## config.mk

```make
export PLATFORM = sky130hd
export DESIGN_NAME = uart_shadow_rx_tx_buffer
export DESIGN_NICKNAME = d
export VERILOG_FILES = /design/src/common/uart_shadow_pkg.sv /design/src/hw/byte_fifo.sv /design/src/hw/event_irq.sv /design/src/hw/uart_shadow_rx_tx_buffer.sv
export SDC_FILE = /design/constraint.sdc
export NUM_CORES = 1
export LEC_CHECK = 0
export BUFFER_PORTS_ARGS = -buffer_cell sky130_fd_sc_hd__buf_2
export CORE_MARGIN = 8
export CORE_UTILIZATION = 54
export CTS_CLUSTER_DIAMETER = 100
export CTS_CLUSTER_SIZE = 16
export DETAILED_ROUTE_END_ITERATION = 10
export PLACE_DENSITY_LB_ADDON = 0.08
export SETUP_SLACK_MARGIN = 0.5
export SLEW_MARGIN = 40
export SYNTH_ARGS = -nofsm -noshare
export SYNTH_HDL_FRONTEND = slang
export SYNTH_SLANG_ARGS = --single-unit
```

## constraint.sdc

```tcl
create_clock -name clk -period 6.7 [get_ports clk]
set_input_delay 1.005 -clock clk [delete_from_list [all_inputs] [get_ports clk]]
set_output_delay 1.005 -clock clk [all_outputs]
set_load 0.02 [all_outputs]
```

## src/common/uart_shadow_pkg.sv

```systemverilog
package uart_shadow_pkg;
   // Bus and data widths
   localparam int BUS_W = 32;
   localparam int CHAR_W = 8;
   localparam int FIFO_DEPTH_DEF = 16;
   // Shadow window: sixteen aliased words, index 4 at 0x50001140
   localparam logic [31:0] SHADOW_BASE = 32'h5000_1130;
   localparam logic [31:0] SHADOW_LAST = 32'h5000_116C;
   localparam logic [31:0] SHADOW_4_ADDR = 32'h5000_1140;
   // Control, status and interrupt registers
   localparam logic [31:0] FIFO_CTRL_ADDR = 32'h5000_1108;
   localparam logic [31:0] LINE_STAT_ADDR = 32'h5000_1114;
   localparam logic [31:0] IRQ_STAT_ADDR = 32'h5000_1180;
   localparam logic [31:0] IRQ_EN_ADDR = 32'h5000_1184;
   localparam logic [31:0] IRQ_CLR_ADDR = 32'h5000_1188;
   // Field positions
   localparam int FIFO_EN_BIT = 0;
   localparam int RX_READY_BIT = 0;
   localparam int OVERRUN_BIT = 1;
   localparam int TX_EMPTY_BIT = 5;
   // Interrupt event bits
   localparam int EV_RX = 0;
   localparam int EV_OVR = 1;
   localparam int EV_TXE = 2;
   localparam int EV_W = 3;
   // Reset values
   localparam logic [15:0] SHADOW_RESET = 16'h0000;
   localparam logic FIFO_EN_RESET = 1'b0;
   localparam logic [EV_W-1:0] IRQ_EN_RESET = 3'h0;

   typedef struct packed {
      logic valid;
      logic [CHAR_W-1:0] data;
   } char_t;

   typedef struct packed {
      logic [BUS_W-1:0] addr;
      logic [BUS_W-1:0] wdata;
      logic wr;
      logic rd;
   } bus_req_t;

   typedef enum logic [1:0] {
      HOLD_EMPTY = 2'b01,
      HOLD_FULL = 2'b10
   } hold_state_t;
endpackage

```

## src/hw/byte_fifo.sv

```systemverilog
`timescale 1ns/100ps
`default_nettype none
module byte_fifo
   import uart_shadow_pkg::*;
#(
   parameter int WIDTH = CHAR_W, // Entry width
   parameter int DEPTH = FIFO_DEPTH_DEF, // Entries, power of two
   parameter int CW = $clog2(DEPTH + 1) // Count width
) (
   input wire logic clk, // Clock
   input wire logic reset, // Async, active high
   input wire logic flush, // Empty the FIFO
   input wire logic push, // Write request
   input wire logic [WIDTH-1:0] din, // Write data
   input wire logic pop, // Read request
   output logic [WIDTH-1:0] dout, // Head entry
   output logic [CW-1:0] count, // Entries held
   output logic full, // No room
   output logic empty // Nothing held
);
   localparam int AW = $clog2(DEPTH);

   if (DEPTH < 2 || (DEPTH & (DEPTH - 1)) != 0) begin : g_bad_depth
      $error("byte_fifo depth must be a power of two of at least 2");
   end

   logic [WIDTH-1:0] mem [DEPTH];
   logic [AW-1:0] wr_ptr_q, rd_ptr_q;
   logic [CW-1:0] count_q;
   logic push_ok, pop_ok;

   // A push into a full FIFO only lands if a pop frees a slot
   assign empty = (count_q == '0);
   assign full = (count_q == CW'(DEPTH));
   assign pop_ok = pop & ~empty;
   assign push_ok = push & (~full | pop_ok);
   assign dout = mem[rd_ptr_q];
   assign count = count_q;

   // Storage
   always_ff @(posedge clk) begin
      if (push_ok) begin
         mem[wr_ptr_q] <= din;
      end
   end

   // Pointers and fill level
   always_ff @(posedge clk or posedge reset) begin
      if (reset) begin
         wr_ptr_q <= '0;
         rd_ptr_q <= '0;
         count_q <= '0;
      end else if (flush) begin
         wr_ptr_q <= '0;
         rd_ptr_q <= '0;
         count_q <= '0;
      end else begin
         if (push_ok) begin
            wr_ptr_q <= wr_ptr_q + 1'b1;
         end
         if (pop_ok) begin
            rd_ptr_q <= rd_ptr_q + 1'b1;
         end
         if (push_ok && !pop_ok) begin
            count_q <= count_q + 1'b1;
         end else if (pop_ok && !push_ok) begin
            count_q <= count_q - 1'b1;
         end
      end
   end
endmodule
`default_nettype wire

```

## src/hw/event_irq.sv

```systemverilog
`timescale 1ns/100ps
`default_nettype none
module event_irq
   import uart_shadow_pkg::*;
#(
   parameter int N = EV_W // Event count
) (
   input wire logic clk, // Clock
   input wire logic reset, // Async, active high
   input wire logic [N-1:0] set, // Event pulses
   input wire logic clr_wr, // Clear register write
   input wire logic [N-1:0] clr, // Bits to clear
   input wire logic en_wr, // Enable register write
   input wire logic [N-1:0] en_in, // New enable mask
   output logic [N-1:0] status, // Sticky status
   output logic [N-1:0] enable, // Enable mask
   output logic irq // Level interrupt
);
   logic [N-1:0] status_q, enable_q;

   // Sticky status, a new event beats a clear
   always_ff @(posedge clk or posedge reset) begin
      if (reset) begin
         status_q <= '0;
      end else if (clr_wr) begin
         status_q <= set | (status_q & ~clr);
      end else begin
         status_q <= set | status_q;
      end
   end

   // Enable mask
   always_ff @(posedge clk or posedge reset) begin
      if (reset) begin
         enable_q <= N'(IRQ_EN_RESET);
      end else if (en_wr) begin
         enable_q <= en_in;
      end
   end

   assign status = status_q;
   assign enable = enable_q;
   assign irq = |(status_q & enable_q);
endmodule
`default_nettype wire

```

## src/hw/uart_shadow_rx_tx_buffer.sv

```systemverilog
`timescale 1ns/100ps
`default_nettype none
module uart_shadow_rx_tx_buffer
   import uart_shadow_pkg::*;
#(
   parameter int RX_DEPTH = FIFO_DEPTH_DEF, // Receive FIFO entries
   parameter int TX_DEPTH = FIFO_DEPTH_DEF // Transmit FIFO entries
) (
   input wire logic clk, // 50 MHz clock
   input wire logic reset, // Async, active high
   input wire bus_req_t req, // Register bus request
   output logic [BUS_W-1:0] rdata, // Read data, cycle after read
   input wire char_t rx_in, // Received char, one-cycle valid
   output var char_t tx_out, // Char offered to transmitter
   input wire logic tx_ready, // Transmitter takes tx_out
   output logic irq // Level interrupt
);
   localparam int RX_CW = $clog2(RX_DEPTH + 1);
   localparam int TX_CW = $clog2(TX_DEPTH + 1);

   logic sh_hit, stat_hit, ctrl_hit, ist_hit, ien_hit, icl_hit;
   logic shadow_rd, shadow_wr, stat_rd, ctrl_wr;
   logic fifo_en_q, mode_flush;
   logic rx_push, rx_pop, rx_full, rx_empty, rx_drop;
   logic [CHAR_W-1:0] rx_head, rhr_q;
   logic [RX_CW-1:0] rx_count;
   logic rhr_valid_q, overrun_ev, overrun_q, data_ready;
   logic tx_push, tx_pop, tx_full, tx_empty, hold_wr, xmit_empty, xmit_empty_q;
   logic [CHAR_W-1:0] tx_head, hold_byte_q;
   logic [TX_CW-1:0] tx_count;
   hold_state_t hold_q, hold_d;
   logic [EV_W-1:0] events, irq_status, irq_enable;
   logic [BUS_W-1:0] rdata_d;

   // Address decode, all sixteen shadow words alias one buffer
   always_comb begin
      sh_hit = 1'b0;
      stat_hit = 1'b0;
      ctrl_hit = 1'b0;
      ist_hit = 1'b0;
      ien_hit = 1'b0;
      icl_hit = 1'b0;
      if (req.addr >= SHADOW_BASE && req.addr <= SHADOW_LAST
          && req.addr[1:0] == 2'h0) begin
         sh_hit = 1'b1;
      end else if (req.addr == LINE_STAT_ADDR) begin
         stat_hit = 1'b1;
      end else if (req.addr == FIFO_CTRL_ADDR) begin
         ctrl_hit = 1'b1;
      end else if (req.addr == IRQ_STAT_ADDR) begin
         ist_hit = 1'b1;
      end else if (req.addr == IRQ_EN_ADDR) begin
         ien_hit = 1'b1;
      end else if (req.addr == IRQ_CLR_ADDR) begin
         icl_hit = 1'b1;
      end
   end

   assign shadow_rd = req.rd & sh_hit;
   assign shadow_wr = req.wr & sh_hit;
   assign stat_rd = req.rd & stat_hit;
   assign ctrl_wr = req.wr & ctrl_hit;

   // FIFO enable; changing it empties both paths
   assign mode_flush = ctrl_wr && (req.wdata[FIFO_EN_BIT] != fifo_en_q);
   always_ff @(posedge clk or posedge reset) begin
      if (reset) begin
         fifo_en_q <= FIFO_EN_RESET;
      end else if (ctrl_wr) begin
         fifo_en_q <= req.wdata[FIFO_EN_BIT];
      end
   end

   // Receive FIFO, a full FIFO keeps its contents
   assign rx_pop = shadow_rd & fifo_en_q;
   assign rx_push = rx_in.valid & fifo_en_q & (~rx_full | rx_pop);
   assign rx_drop = rx_in.valid & fifo_en_q & rx_full & ~rx_pop;

   byte_fifo #(
      .WIDTH(CHAR_W),
      .DEPTH(RX_DEPTH),
      .CW(RX_CW)
   ) rx_fifo (
      .clk(clk),
      .reset(reset),
      .flush(mode_flush),
      .push(rx_push),
      .din(rx_in.data),
      .pop(rx_pop),
      .dout(rx_head),
      .count(rx_count),
      .full(rx_full),
      .empty(rx_empty)
   );

   // Single receive holding byte when FIFOs are off
   always_ff @(posedge clk or posedge reset) begin
      if (reset) begin
         rhr_q <= SHADOW_RESET[CHAR_W-1:0];
         rhr_valid_q <= 1'b0;
      end else if (mode_flush) begin
         rhr_valid_q <= 1'b0;
      end else if (rx_in.valid && !fifo_en_q) begin
         rhr_q <= rx_in.data;
         rhr_valid_q <= 1'b1;
      end else if (shadow_rd && !fifo_en_q) begin
         rhr_valid_q <= 1'b0;
      end
   end

   // Overrun: unread byte overwritten, or full FIFO drops one
   assign overrun_ev = rx_drop
      | (rx_in.valid & ~fifo_en_q & rhr_valid_q & ~shadow_rd);
   always_ff @(posedge clk or posedge reset) begin
      if (reset) begin
         overrun_q <= 1'b0;
      end else if (overrun_ev) begin
         overrun_q <= 1'b1;
      end else if (stat_rd) begin
         overrun_q <= 1'b0;
      end
   end

   assign data_ready = fifo_en_q ? ~rx_empty : rhr_valid_q;

   // Transmit FIFO, writes to a full FIFO are lost unless tx_ready pops a byte in the same cycle
   assign tx_push = shadow_wr & fifo_en_q;
   assign tx_pop = fifo_en_q & tx_ready;

   byte_fifo #(
      .WIDTH(CHAR_W),
      .DEPTH(TX_DEPTH),
      .CW(TX_CW)
   ) tx_fifo (
      .clk(clk),
      .reset(reset),
      .flush(mode_flush),
      .push(tx_push),
      .din(req.wdata[CHAR_W-1:0]),
      .pop(tx_pop),
      .dout(tx_head),
      .count(tx_count),
      .full(tx_full),
      .empty(tx_empty)
   );

   // Transmit holding byte, later writes overwrite it
   assign hold_wr = shadow_wr & ~fifo_en_q;
   always_ff @(posedge clk or posedge reset) begin
      if (reset) begin
         hold_byte_q <= SHADOW_RESET[CHAR_W-1:0];
      end else if (hold_wr) begin
         hold_byte_q <= req.wdata[CHAR_W-1:0];
      end
   end

   // Holding state: a write fills it, the transmitter empties it
   always_comb begin
      hold_d = hold_q;
      case (hold_q)
         HOLD_EMPTY: begin
            if (hold_wr) begin
               hold_d = HOLD_FULL;
            end
         end
         HOLD_FULL: begin
            if (!hold_wr && tx_ready) begin
               hold_d = HOLD_EMPTY;
            end
         end
         default: hold_d = HOLD_EMPTY;
      endcase
      if (mode_flush) begin
         hold_d = HOLD_EMPTY;
      end
   end

   always_ff @(posedge clk or posedge reset) begin
      if (reset) begin
         hold_q <= HOLD_EMPTY;
      end else begin
         hold_q <= hold_d;
      end
   end

   assign xmit_empty = fifo_en_q ? tx_empty : (hold_q == HOLD_EMPTY);

   // Offer to the transmitter
   always_comb begin
      tx_out.valid = fifo_en_q ? ~tx_empty : (hold_q == HOLD_FULL);
      tx_out.data = fifo_en_q ? tx_head : hold_byte_q;
   end

   // Holding-empty rise detect for the interrupt
   always_ff @(posedge clk or posedge reset) begin
      if (reset) begin
         xmit_empty_q <= 1'b1;
      end else begin
         xmit_empty_q <= xmit_empty;
      end
   end

   // Interrupt events
   always_comb begin
      events = '0;
      events[EV_RX] = rx_push | (rx_in.valid & ~fifo_en_q);
      events[EV_OVR] = overrun_ev;
      events[EV_TXE] = xmit_empty & ~xmit_empty_q;
   end

   event_irq #(
      .N(EV_W)
   ) irq_ctl (
      .clk(clk),
      .reset(reset),
      .set(events),
      .clr_wr(req.wr & icl_hit),
      .clr(req.wdata[EV_W-1:0]),
      .en_wr(req.wr & ien_hit),
      .en_in(req.wdata[EV_W-1:0]),
      .status(irq_status),
      .enable(irq_enable),
      .irq(irq)
   );

   // Read data mux, unmapped and write-only words read zero
   always_comb begin
      rdata_d = '0;
      if (sh_hit) begin
         rdata_d[CHAR_W-1:0] = fifo_en_q ? rx_head : rhr_q;
      end else if (stat_hit) begin
         rdata_d[RX_READY_BIT] = data_ready;
         rdata_d[OVERRUN_BIT] = overrun_q;
         rdata_d[TX_EMPTY_BIT] = xmit_empty;
      end else if (ctrl_hit) begin
         rdata_d[FIFO_EN_BIT] = fifo_en_q;
      end else if (ist_hit) begin
         rdata_d[EV_W-1:0] = irq_status;
      end else if (ien_hit) begin
         rdata_d[EV_W-1:0] = irq_enable;
      end
   end

   always_ff @(posedge clk or posedge reset) begin
      if (reset) begin
         rdata <= '0;
      end else if (req.rd) begin
         rdata <= rdata_d;
      end else begin
         rdata <= '0;
      end
   end
endmodule
`default_nettype wire

```

# After elaboration in Yosys (flattened, before gate mapping)
# Memories as Yosys holds them, arrays and structs flattened.
# Cells that the tools add are included.
# totals
mem_bits_rw	256
elab_cells	177
mem_bits_ro	0
register_bits	86
latch_bits	0
memories	2
# op_classes
n_div	0
shifts	0
eq_ne	12
magnitude_cmp	2
muxes	66
reduce_logical	30
multipliers	0
n_bitwise	41
add_sub_neg	8
# memory_table
memory	depth	word_bits	read_ports	rd_clocked_by_memory_dff	wr	line	source
rx_fifo.mem	16	8	1	0	1	byte_fifo.sv:27	logic [WIDTH-1:0] mem [DEPTH];
tx_fifo.mem	16	8	1	0	1	byte_fifo.sv:27	
# ops
op	n
$eq A32 B31 Y1 const B	5
$mux W1	37
$ge A32 B31 Y1 const B	1
$le A32 B31 Y1 const B	1
$mux W4	8
$mux W5	6
$mux W8	3
$and A1 B1 Y1	22
$add A4 B1 Y4 const B	4
$mux W2	7
$mux W3	4
$add A5 B1 Y5 const B	2
$eq A5 B5 Y1 const B	2
$logic_and A1 B1 Y1	10
$logic_not A5 Y1	2
$reduce_bool A2 Y1	5
$sub A5 B1 Y5 const B	2
$not A1 Y1	9
$reduce_bool A3 Y1	3
$and A3 B3 Y3	2
$logic_not A1 Y1	6
$ne A3 B3 Y1 const B	2
$or A3 B3 Y3	2
$or A1 B1 Y1	5
other kinds (8)	9

# Logic depth before layout (Yosys ltp)
# Gate-level depths: netlist of the first run.
# depth
ltp_word	14
ltp_mapped	13

# Modules after synthesis
# Synthesis of the first run repeated with hierarchy kept, for this count alone.
# hier_totals
cells_unflattened	831
area_unflattened_um2	13929.6
# modules_own_cells
mod	cells_each	area_each_um2	instances	seq_area_each_um2
byte_fifo	311	5855.6	2	4169.0
uart_shadow_rx_tx_buffer	191	1981.9	1	753.2
event_irq	18	236.5	1	150.1

# Least setup slack after synthesis of the first run
# No wires, ideal clock.
# synth_path
path_kind	in2reg
start	input req[65] in the netlist's numbering
end	register rx_fifo.count_q[4], in the netlist rx_fifo.count[4]
path_stages	13
t_required_ns	6.631
n_path_buf	1
arrival_time_ns	3.846
path_slack_ns	2.785
path_cell_list	nor4_4 and4_4 nand3_4 o31a_1 buf_2 or2_2 fa_1 a21o_1 a21oi_1 nand2_1 a311oi_1 a21oi_1 nand3_1
# synth_via
elab_chain_cells	12
# synth_rtl
element	line	source
start: declaration	uart_shadow_rx_tx_buffer.sv:11	input wire bus_req_t req,
$ge A32 B31 Y1 or $le A32 B31 Y1 (tied branches)	uart_shadow_rx_tx_buffer.sv:43	if (req.addr >= SHADOW_BASE && req.addr <= SHADOW_LAST
$logic_and A1 B1 Y1	uart_shadow_rx_tx_buffer.sv:43	
$logic_and A1 B1 Y1	uart_shadow_rx_tx_buffer.sv:44	&& req.addr[1:0] == 2'h0) begin
$mux W1	uart_shadow_rx_tx_buffer.sv:43	
$and A1 B1 Y1	uart_shadow_rx_tx_buffer.sv:59	assign shadow_rd = req.rd & sh_hit;
$and A1 B1 Y1	uart_shadow_rx_tx_buffer.sv:75	assign rx_pop = shadow_rd & fifo_en_q;
$or A1 B1 Y1 or $and A1 B1 Y1 (tied branches)	uart_shadow_rx_tx_buffer.sv:76, byte_fifo.sv:35	
$and A1 B1 Y1 or $or A1 B1 Y1 (tied branches)	uart_shadow_rx_tx_buffer.sv:76, byte_fifo.sv:36	
$and A1 B1 Y1	byte_fifo.sv:36	assign push_ok = push & (~full | pop_ok);
$logic_and A1 B1 Y1 or $logic_not A1 Y1 (tied branches)	byte_fifo.sv:64, byte_fifo.sv:66	
$mux W5 or $logic_and A1 B1 Y1 (tied branches)	byte_fifo.sv:64, byte_fifo.sv:66	
$mux W5 or $reduce_bool A3 Y1 (tied branches)	--	
end signal: assignment	byte_fifo.sv:65	count_q <= count_q + 1'b1;
end signal: assignment	byte_fifo.sv:67	count_q <= count_q - 1'b1;
end: declaration	byte_fifo.sv:29	logic [CW-1:0] count_q;
# Parallel ways exist; a longest one is shown, timed or not.
# A chain may end at the register's enable or synchronous reset.

# Worst setup path in the final report of the first run
# layout_path
start	input req[35] in the netlist's numbering
end	register rx_fifo.count_q[4], in the netlist rx_fifo.count[4]
# The elaborated chain is that of the path after synthesis.

==> results of run 1 <==
==> kinds of logic after synthesis <==
kind of cell,Yosys count
flops,318
simple gates,184
mux,120
compound gates,89
buf+inv,78
fa+ha+maj,19
xor+xnor,12
other cells,1
==> worst paths after layout <==
check | to | slack [ns] | depth (start not counted)
worst max-delay path | rx_fifo.count[4]$_DFFE_PP0P_ | 2.58 | 13
min in group asynchronous | tx_fifo.count[1]$_DFFE_PP0P_ | 0.64 | 3
max in group asynchronous | rx_fifo.rd_ptr_q[0]$_DFFE_PP0P_ | 5.61 | 3
worst max register to register | rx_fifo.count[4]$_DFFE_PP0P_ | 2.89 | 11
worst min register to register | hold_byte_q[2]$_DFFE_PP0P_ | 0.51 | 1
worst min-delay path | hold_byte_q[2]$_DFFE_PP0P_ | 0.51 | 1
==> per-layer routing <==
metal / share of wire [%] / vias to the layer above / wire length, um
met2: 54 / 205 / 15200
met5: 0 / - / 0
met3: 4.0 / 32 / 1150
li1: - / 3326 / -
met4: 1.8 / 0 / 508
met1: 41 / 3775 / 11500
==> placed cells by master, fill, tap and decap left out, types with 4 or more instances in the layout <==
cell,count
edfxtp_1,256
mux4_2,72
buf_2,71
dfrtp_1,58
nand2_1,39
mux2_2,29
nor2_1,27
a21oi_1,25
conb_1,24
and2_1,23
clkbuf_16,23
inv_1,19
mux2i_1,19
ha_1,17
clkbuf_1,17
o21ai_0,14
nand3_1,13
nor2b_1,11
buf_4,11
nand4_1,10
nor4_1,9
nor3b_1,9
nor2_2,8
xor2_1,7
a21o_1,6
or4_1,6
nand2b_1,5
o211ai_1,5
xnor2_1,5
and3_1,4
a211oi_1,4
a22oi_1,4
==> synth_stat cells, drive strengths merged (4+ instances only) <==
cell,instances,area (um2)
nand4,12,87.6
nor3b,9,67.6
xnor2,5,43.8
xor2,7,61.3
o211ai,5,37.5
nor2,35,134
clkbuf,20,76.3
nor3,4,25.0
o21ai,15,75.1
inv,20,75.1
a21o,6,45.0
a22oi,4,30.0
nor4,11,83.8
edfxtp,256,7690
mux2,29,327
buf,38,249
dfrtp,60,1500
nor2b,11,68.8
mux2i,19,190
a211oi,4,30.0
mux4,72,1620
nand2b,5,31.3
a21boi,4,30.0
a21oi,25,125
ha,17,213
or4,6,45.0
nand2,39,146
and3,4,25.0
nand3,14,82.6
and2,23,144
==> cell type report <==
class | count | area, um2
clock buffers | 40 | 639
clock inverters | 1 | 3.75
fillers | 1906 | 10000
inverters | 20 | 75.1
multi-input cells | 448 | 4270
flip-flops and latches | 318 | 9240
well taps | 330 | 413
repair buffers | 83 | 449
==> where the power goes <==
part           total (W)  leakage [nW]  switching, W  internal, W
Clock            0.00127         0.305      0.000623     0.000646
Combinational  0.0000894          1.90     0.0000652    0.0000241
Sequential       0.00214          3.11    0.00000291      0.00214
Total            0.00350          5.31      0.000691      0.00281
==> per-stage QoR <==
stage	utilization (%)	power, W	cells	area (um2)
4_1_cts	60.1	0.00353	1240	15100
3_5_place_dp	57.5	0.00227	1199	14400
6_report	60.1	0.00350	1240	15100
5_1_grt	60.1	0.00361	1240	15100
3_3_place_gp	57.4	0.00227	1199	14400
2_1_floorplan	-	0.00223	844	13900
==> sequential cells by signal, summed over array words and instances, names as in the netlist <==
signal / count
fifo_en_q: 1
hold_byte_q: 8
hold_q: 2
irq_ctl.enable: 3
irq_ctl.status: 3
overrun_q: 1
rdata: 8
rhr_q: 8
rhr_valid_q: 1
rx_fifo.count: 5
rx_fifo.mem: 128
rx_fifo.rd_ptr_q: 4
rx_fifo.wr_ptr_q: 4
tx_fifo.count: 5
tx_fifo.mem: 128
tx_fifo.rd_ptr_q: 4
tx_fifo.wr_ptr_q: 4
xmit_empty_q: 1
==> impl_metrics.ini, run 1 <==
[outcome]
status = finished, final reports clean

[drt]
routed_wl_um = 28400
drc = 0
drt_iter0_drc = 573
drt-wirelength-per-cell_um = 22.9
vias_per_cell = 5.92
firstDrtPassIters = 5
vias = 7338
ant_nets = 0

[critical_path]
path_buf_inv = 1
path_max_fanout = 16
path_common_cell = a21oi_1
critPathLaunch = req[35]
crit_chain = buf_2 > nor3_2 > nor2b_1 > a21oi_1 > o31a_1 > or2_2 > fa_1 > a21o_1 > a21oi_1 > nand2_1 > a311oi_1 > a21oi_1 > nand3_1
max_stage_delay_ns = 0.55
required_ns = 7.15
crit-reg2reg-launch = fifo_en_q$_DFFE_PP0P_
crit_path_end_kind = flip-flop
startpoint_type = input port
crit_type = input port to flip-flop
crit_family = compound AO/OA/AOI/OAI gates
crit_path_top_delay_cell = o31a_1
arrival_ns = 4.56

[final_layout]
nets = 991
syn2layout_area_growth_pct = 9.52
layout-drive-gt1-share_pct = 25.7
n_antenna_cell = 0

[sta]
hold_viol = 0
finalSetupViolCount = 0
finalWorstSetupSlack_ns = 2.58
fin_crit_ns = 4.12
tightest_slew_ns = 0.772
finalMaxSlewViolations = 0
setup_tns_ns = 0
whs_ns = 0.508
grt_setup_unrepaired = no
fin_skew_ns = 0.0195
finalCritPeriodShare_pct = 61.4
relSlewSlack_pct = 47.8
fmax_mhz = 243

[yosys]
async_reset_ff_share_pct = 19.5
synth_area_um2 = 13800
synth_top_family_by_area = multiplexers
synthSimpleGateAreaFrac_pct = 7.53
synth.avg_cell_area_um2 = 16.8
ys.flop_type = edfxtp_1
yosysSeqAreaShare_pct = 67.0
synth-seq-cells = 318
post_synth_xor_area_fraction_pct = 0.762
synth.area.mux_share_pct = 15.5
yosysWarningCount = 0
synth_compound_area_share_pct = 4.38
yosys.cell_types.count = 69
synthAdderAreaFrac_pct = 1.83
syn_inst = 821
synth-edff-count = 256

[power_and_ir_drop]
ir_worst_vdd_v = 0.000286
p_leak_nw = 5.31
p_per_area_nw_per_um2 = 232

[grt]
antenna_found_initial = 0
top_usage_layer = met2
grt_usage_pct = 18.4
gr-usage-met2_pct = 33.3
grt_pass1_vias = 7761
grt_util_met3_pct = 2.36
met1_usage_pct = 23.2
grt_pass1_wl_um = 44400
grt_max_degree = 63
grt_overflow = 0

[place]
numPortBuffers = 71
place_congestion = 0.812
preCtsSetupSlack_ns = 2.15
hpwl_um = 19500

[die]
die_h_um = 176
die_area_um2 = 30900
fp.dieW_um = 176
start_util_pct = 54.9
core_um2 = 25100
num_io_pins = 120
std_cell_rows = 58

[min_path]
hp-class = flip-flop to flip-flop
holdCritStartpoint = hold_byte_q[2]$_DFFE_PP0P_

[clock_network]
cts_setup_buffers = 0
clkLatencyLatePin_ns = 0.52
clk_pin_slew_ns = 0.07
cts_resized = 0
clockRootBuffer = clkbuf_16
cts.sinks = 318
cts_tree = done
htreeDepth = 1
numCtsBuffers = 23
hold_buffers = 0
clockBufferDepth = 3

[run]
drv_cap = 0
(Power assumes the default switching activity.)
==> run 2: changes to the inputs <==
==> constraint.sdc (replaced) <==
create_clock -name clk -period 3.65 [get_ports clk]
set_input_delay 0.5475 -clock clk [delete_from_list [all_inputs] [get_ports clk]]
set_output_delay 0.5475 -clock clk [all_outputs]
set_load 0.02 [all_outputs]
==> impl_metrics.ini, run 2 (synthesis gave the netlist of run 1 again) <==
[drt]
wl_met1_um = 12300
drt-wirelength-per-cell_um = 23.2
drt_iter0_drc = 571
wl_met2_um = 15300
top_layer = met4
vias = 7438
drc = 0
ant_nets = 0
routed_wl_um = 29400
dr_wl_met3_um = 1120
vias_per_cell = 5.86
firstDrtPassIters = 5

[critical_path]
reg2reg_to = rx_fifo.count[4]$_DFFE_PP0P_
crit_chain = buf_12 > mux4_2 > mux4_2 > mux2_2 > buf_2
crit_path_top_delay_cell = dfrtp_4
crit-reg2reg-launch = rx_fifo.count[2]$_DFFE_PP0P_
rr_worst_depth = 11
path_common_cell = mux4_2
required_ns = 3.10
max_stage_delay_ns = 0.53
path_max_fanout = 10
crit_family = multiplexers
startpoint_type = flip-flop
crit_type = flip-flop to output port
arrival_ns = 2.74
crit_path_end_kind = output port
path_buf_inv = 2
rrSetupSlack_ns = 0.70

[final_layout]
fillCellCount = 1902
final_area_um2 = 15400
fin_util_pct = 61.5
final_common_cell = edfxtp_1
reg.largest.list = rx_fifo.mem x128, tx_fifo.mem x128
nets = 1019
final_cell_mix = edfxtp_1, mux4_2, buf_2, dfrtp_1, nand2_1
syn2layout_area_growth_pct = 12.0
n_antenna_cell = 0
layout-drive-gt1-share_pct = 28.4

[outcome]
status = finished, final reports clean

[clock_network]
clk_pin_slew_ns = 0.08
hold_buffers = 0
clockRootBuffer = clkbuf_16
cts_tree = done
htreeDepth = 1
clockBufferDepth = 3
numCtsBuffers = 23
clkLatencyLatePin_ns = 0.53
cts.sinks = 318

[die]
start_util_pct = 54.9
std_cell_rows = 58
die_h_um = 176
num_io_pins = 120
core_um2 = 25100
fp.dieW_um = 176
die_area_um2 = 30900

[place]
place_congestion = 0.858
numPortBuffers = 71
postPlaceCellArea_um2 = 14600
hpwl_um = 20200

[sta]
fmax_mhz = 304
relSlewSlack_pct = 52.7
finalCritPeriodShare_pct = 90.1
hold_viol = 0
fin_crit_ns = 3.29
fin_skew_ns = 0.0269
grt_setup_unrepaired = yes
finalMaxSlewViolations = 0
finalSetupViolCount = 0
setup_tns_ns = 0
tightest_slew_ns = 0.702

[grt]
grt_overflow = 0
grt_usage_pct = 19.1
grt_pass1_wl_um = 46200
antenna_found_initial = 0
grt_pass1_vias = 8040
grt_max_degree = 44

[power_and_ir_drop]
ir_worst_vdd_v = 0.000484
p_per_area_nw_per_um2 = 419
p_leak_nw = 5.50

[min_path]
hp-class = input port to async pin

[run]
drv_cap = 0
[run 2: changes by cell type in the layout (fill, tap and decap cells not counted), sizes merged]
cell,previous run,this run
buf,83,111
clkbuf,40,41
clkinv,1,0
inv,20,21
[run 2: stage by stage]
step	total power (W)	std cells	setup slack, ns	hold slack, ns
2_1_floorplan	0.00410	844	0.402	0.467
4_1_cts	0.00653	1268	0.325	0.0138
6_report	0.00647	1269	0.360	0.0176
3_3_place_gp	0.00417	1220	0.215	0.484
5_1_grt	0.00667	1269	0.285	0.0378
3_5_place_dp	0.00418	1220	0.0493	0.491
[run 2: power breakdown]
group | leakage, nW | total (W) | switching, W | internal [W]
registers | 3.11 | 0.00393 | 0.00000469 | 0.00392
clock network | 0.315 | 0.00237 | 0.00116 | 0.00121
logic | 2.07 | 0.000168 | 0.000122 | 0.0000463
total | 5.50 | 0.00647 | 0.00129 | 0.00518
[run 2: what timing repair did]
item,CTS,global route
gates resized for setup,11,6
hold endpoints to repair,0,0
pin swaps,0,1
buffers inserted,5,1
endpoints found under the setup margin,8,10
cloned,1,0
[run 2: cell type report]
class,count,area (um2),share of cell area [%]
Timing Repair Buffer,111,724,4.69
Clock inverter,1,8.76,0.0567
Clock buffer,41,653,4.23
Tap cell,330,413,2.68
Inverter,20,75.1,0.486
Multi-Input combinational cell,448,4310,28.0
Sequential cell,318,9250,59.9
[run 2: layer usage]
| layer | GRT usage [%] | vias to the layer above |
|---|---|---|
| li1 | - | 3373 |
| met1 | 24.9 | 3863 |
| met2 | 33.6 | 165 |
| met3 | 2.38 | 37 |
| met4 | 5.19 | 0 |
| met5 | 0 | - |
[run 2: worst max path at each step]
stage | endpoint | cells past startpoint | start | slack, ns
2_1_floorplan | rx_fifo.count[4]$_DFFE_PP0P_ | 13 | req[47] | 0.40
3_3_place_gp | tx_fifo.count[4]$_DFFE_PP0P_ | 11 | req[63] | 0.22
3_5_place_dp | tx_fifo.count[4]$_DFFE_PP0P_ | 11 | req[63] | 0.05
4_1_cts | tx_out[4] | 5 | tx_fifo.rd_ptr_q[0]$_DFFE_PP0P_ | 0.32
5_1_grt | tx_out[6] | 5 | tx_fifo.rd_ptr_q[0]$_DFFE_PP0P_ | 0.29
6_report | tx_out[4] | 5 | tx_fifo.rd_ptr_q[0]$_DFFE_PP0P_ | 0.36
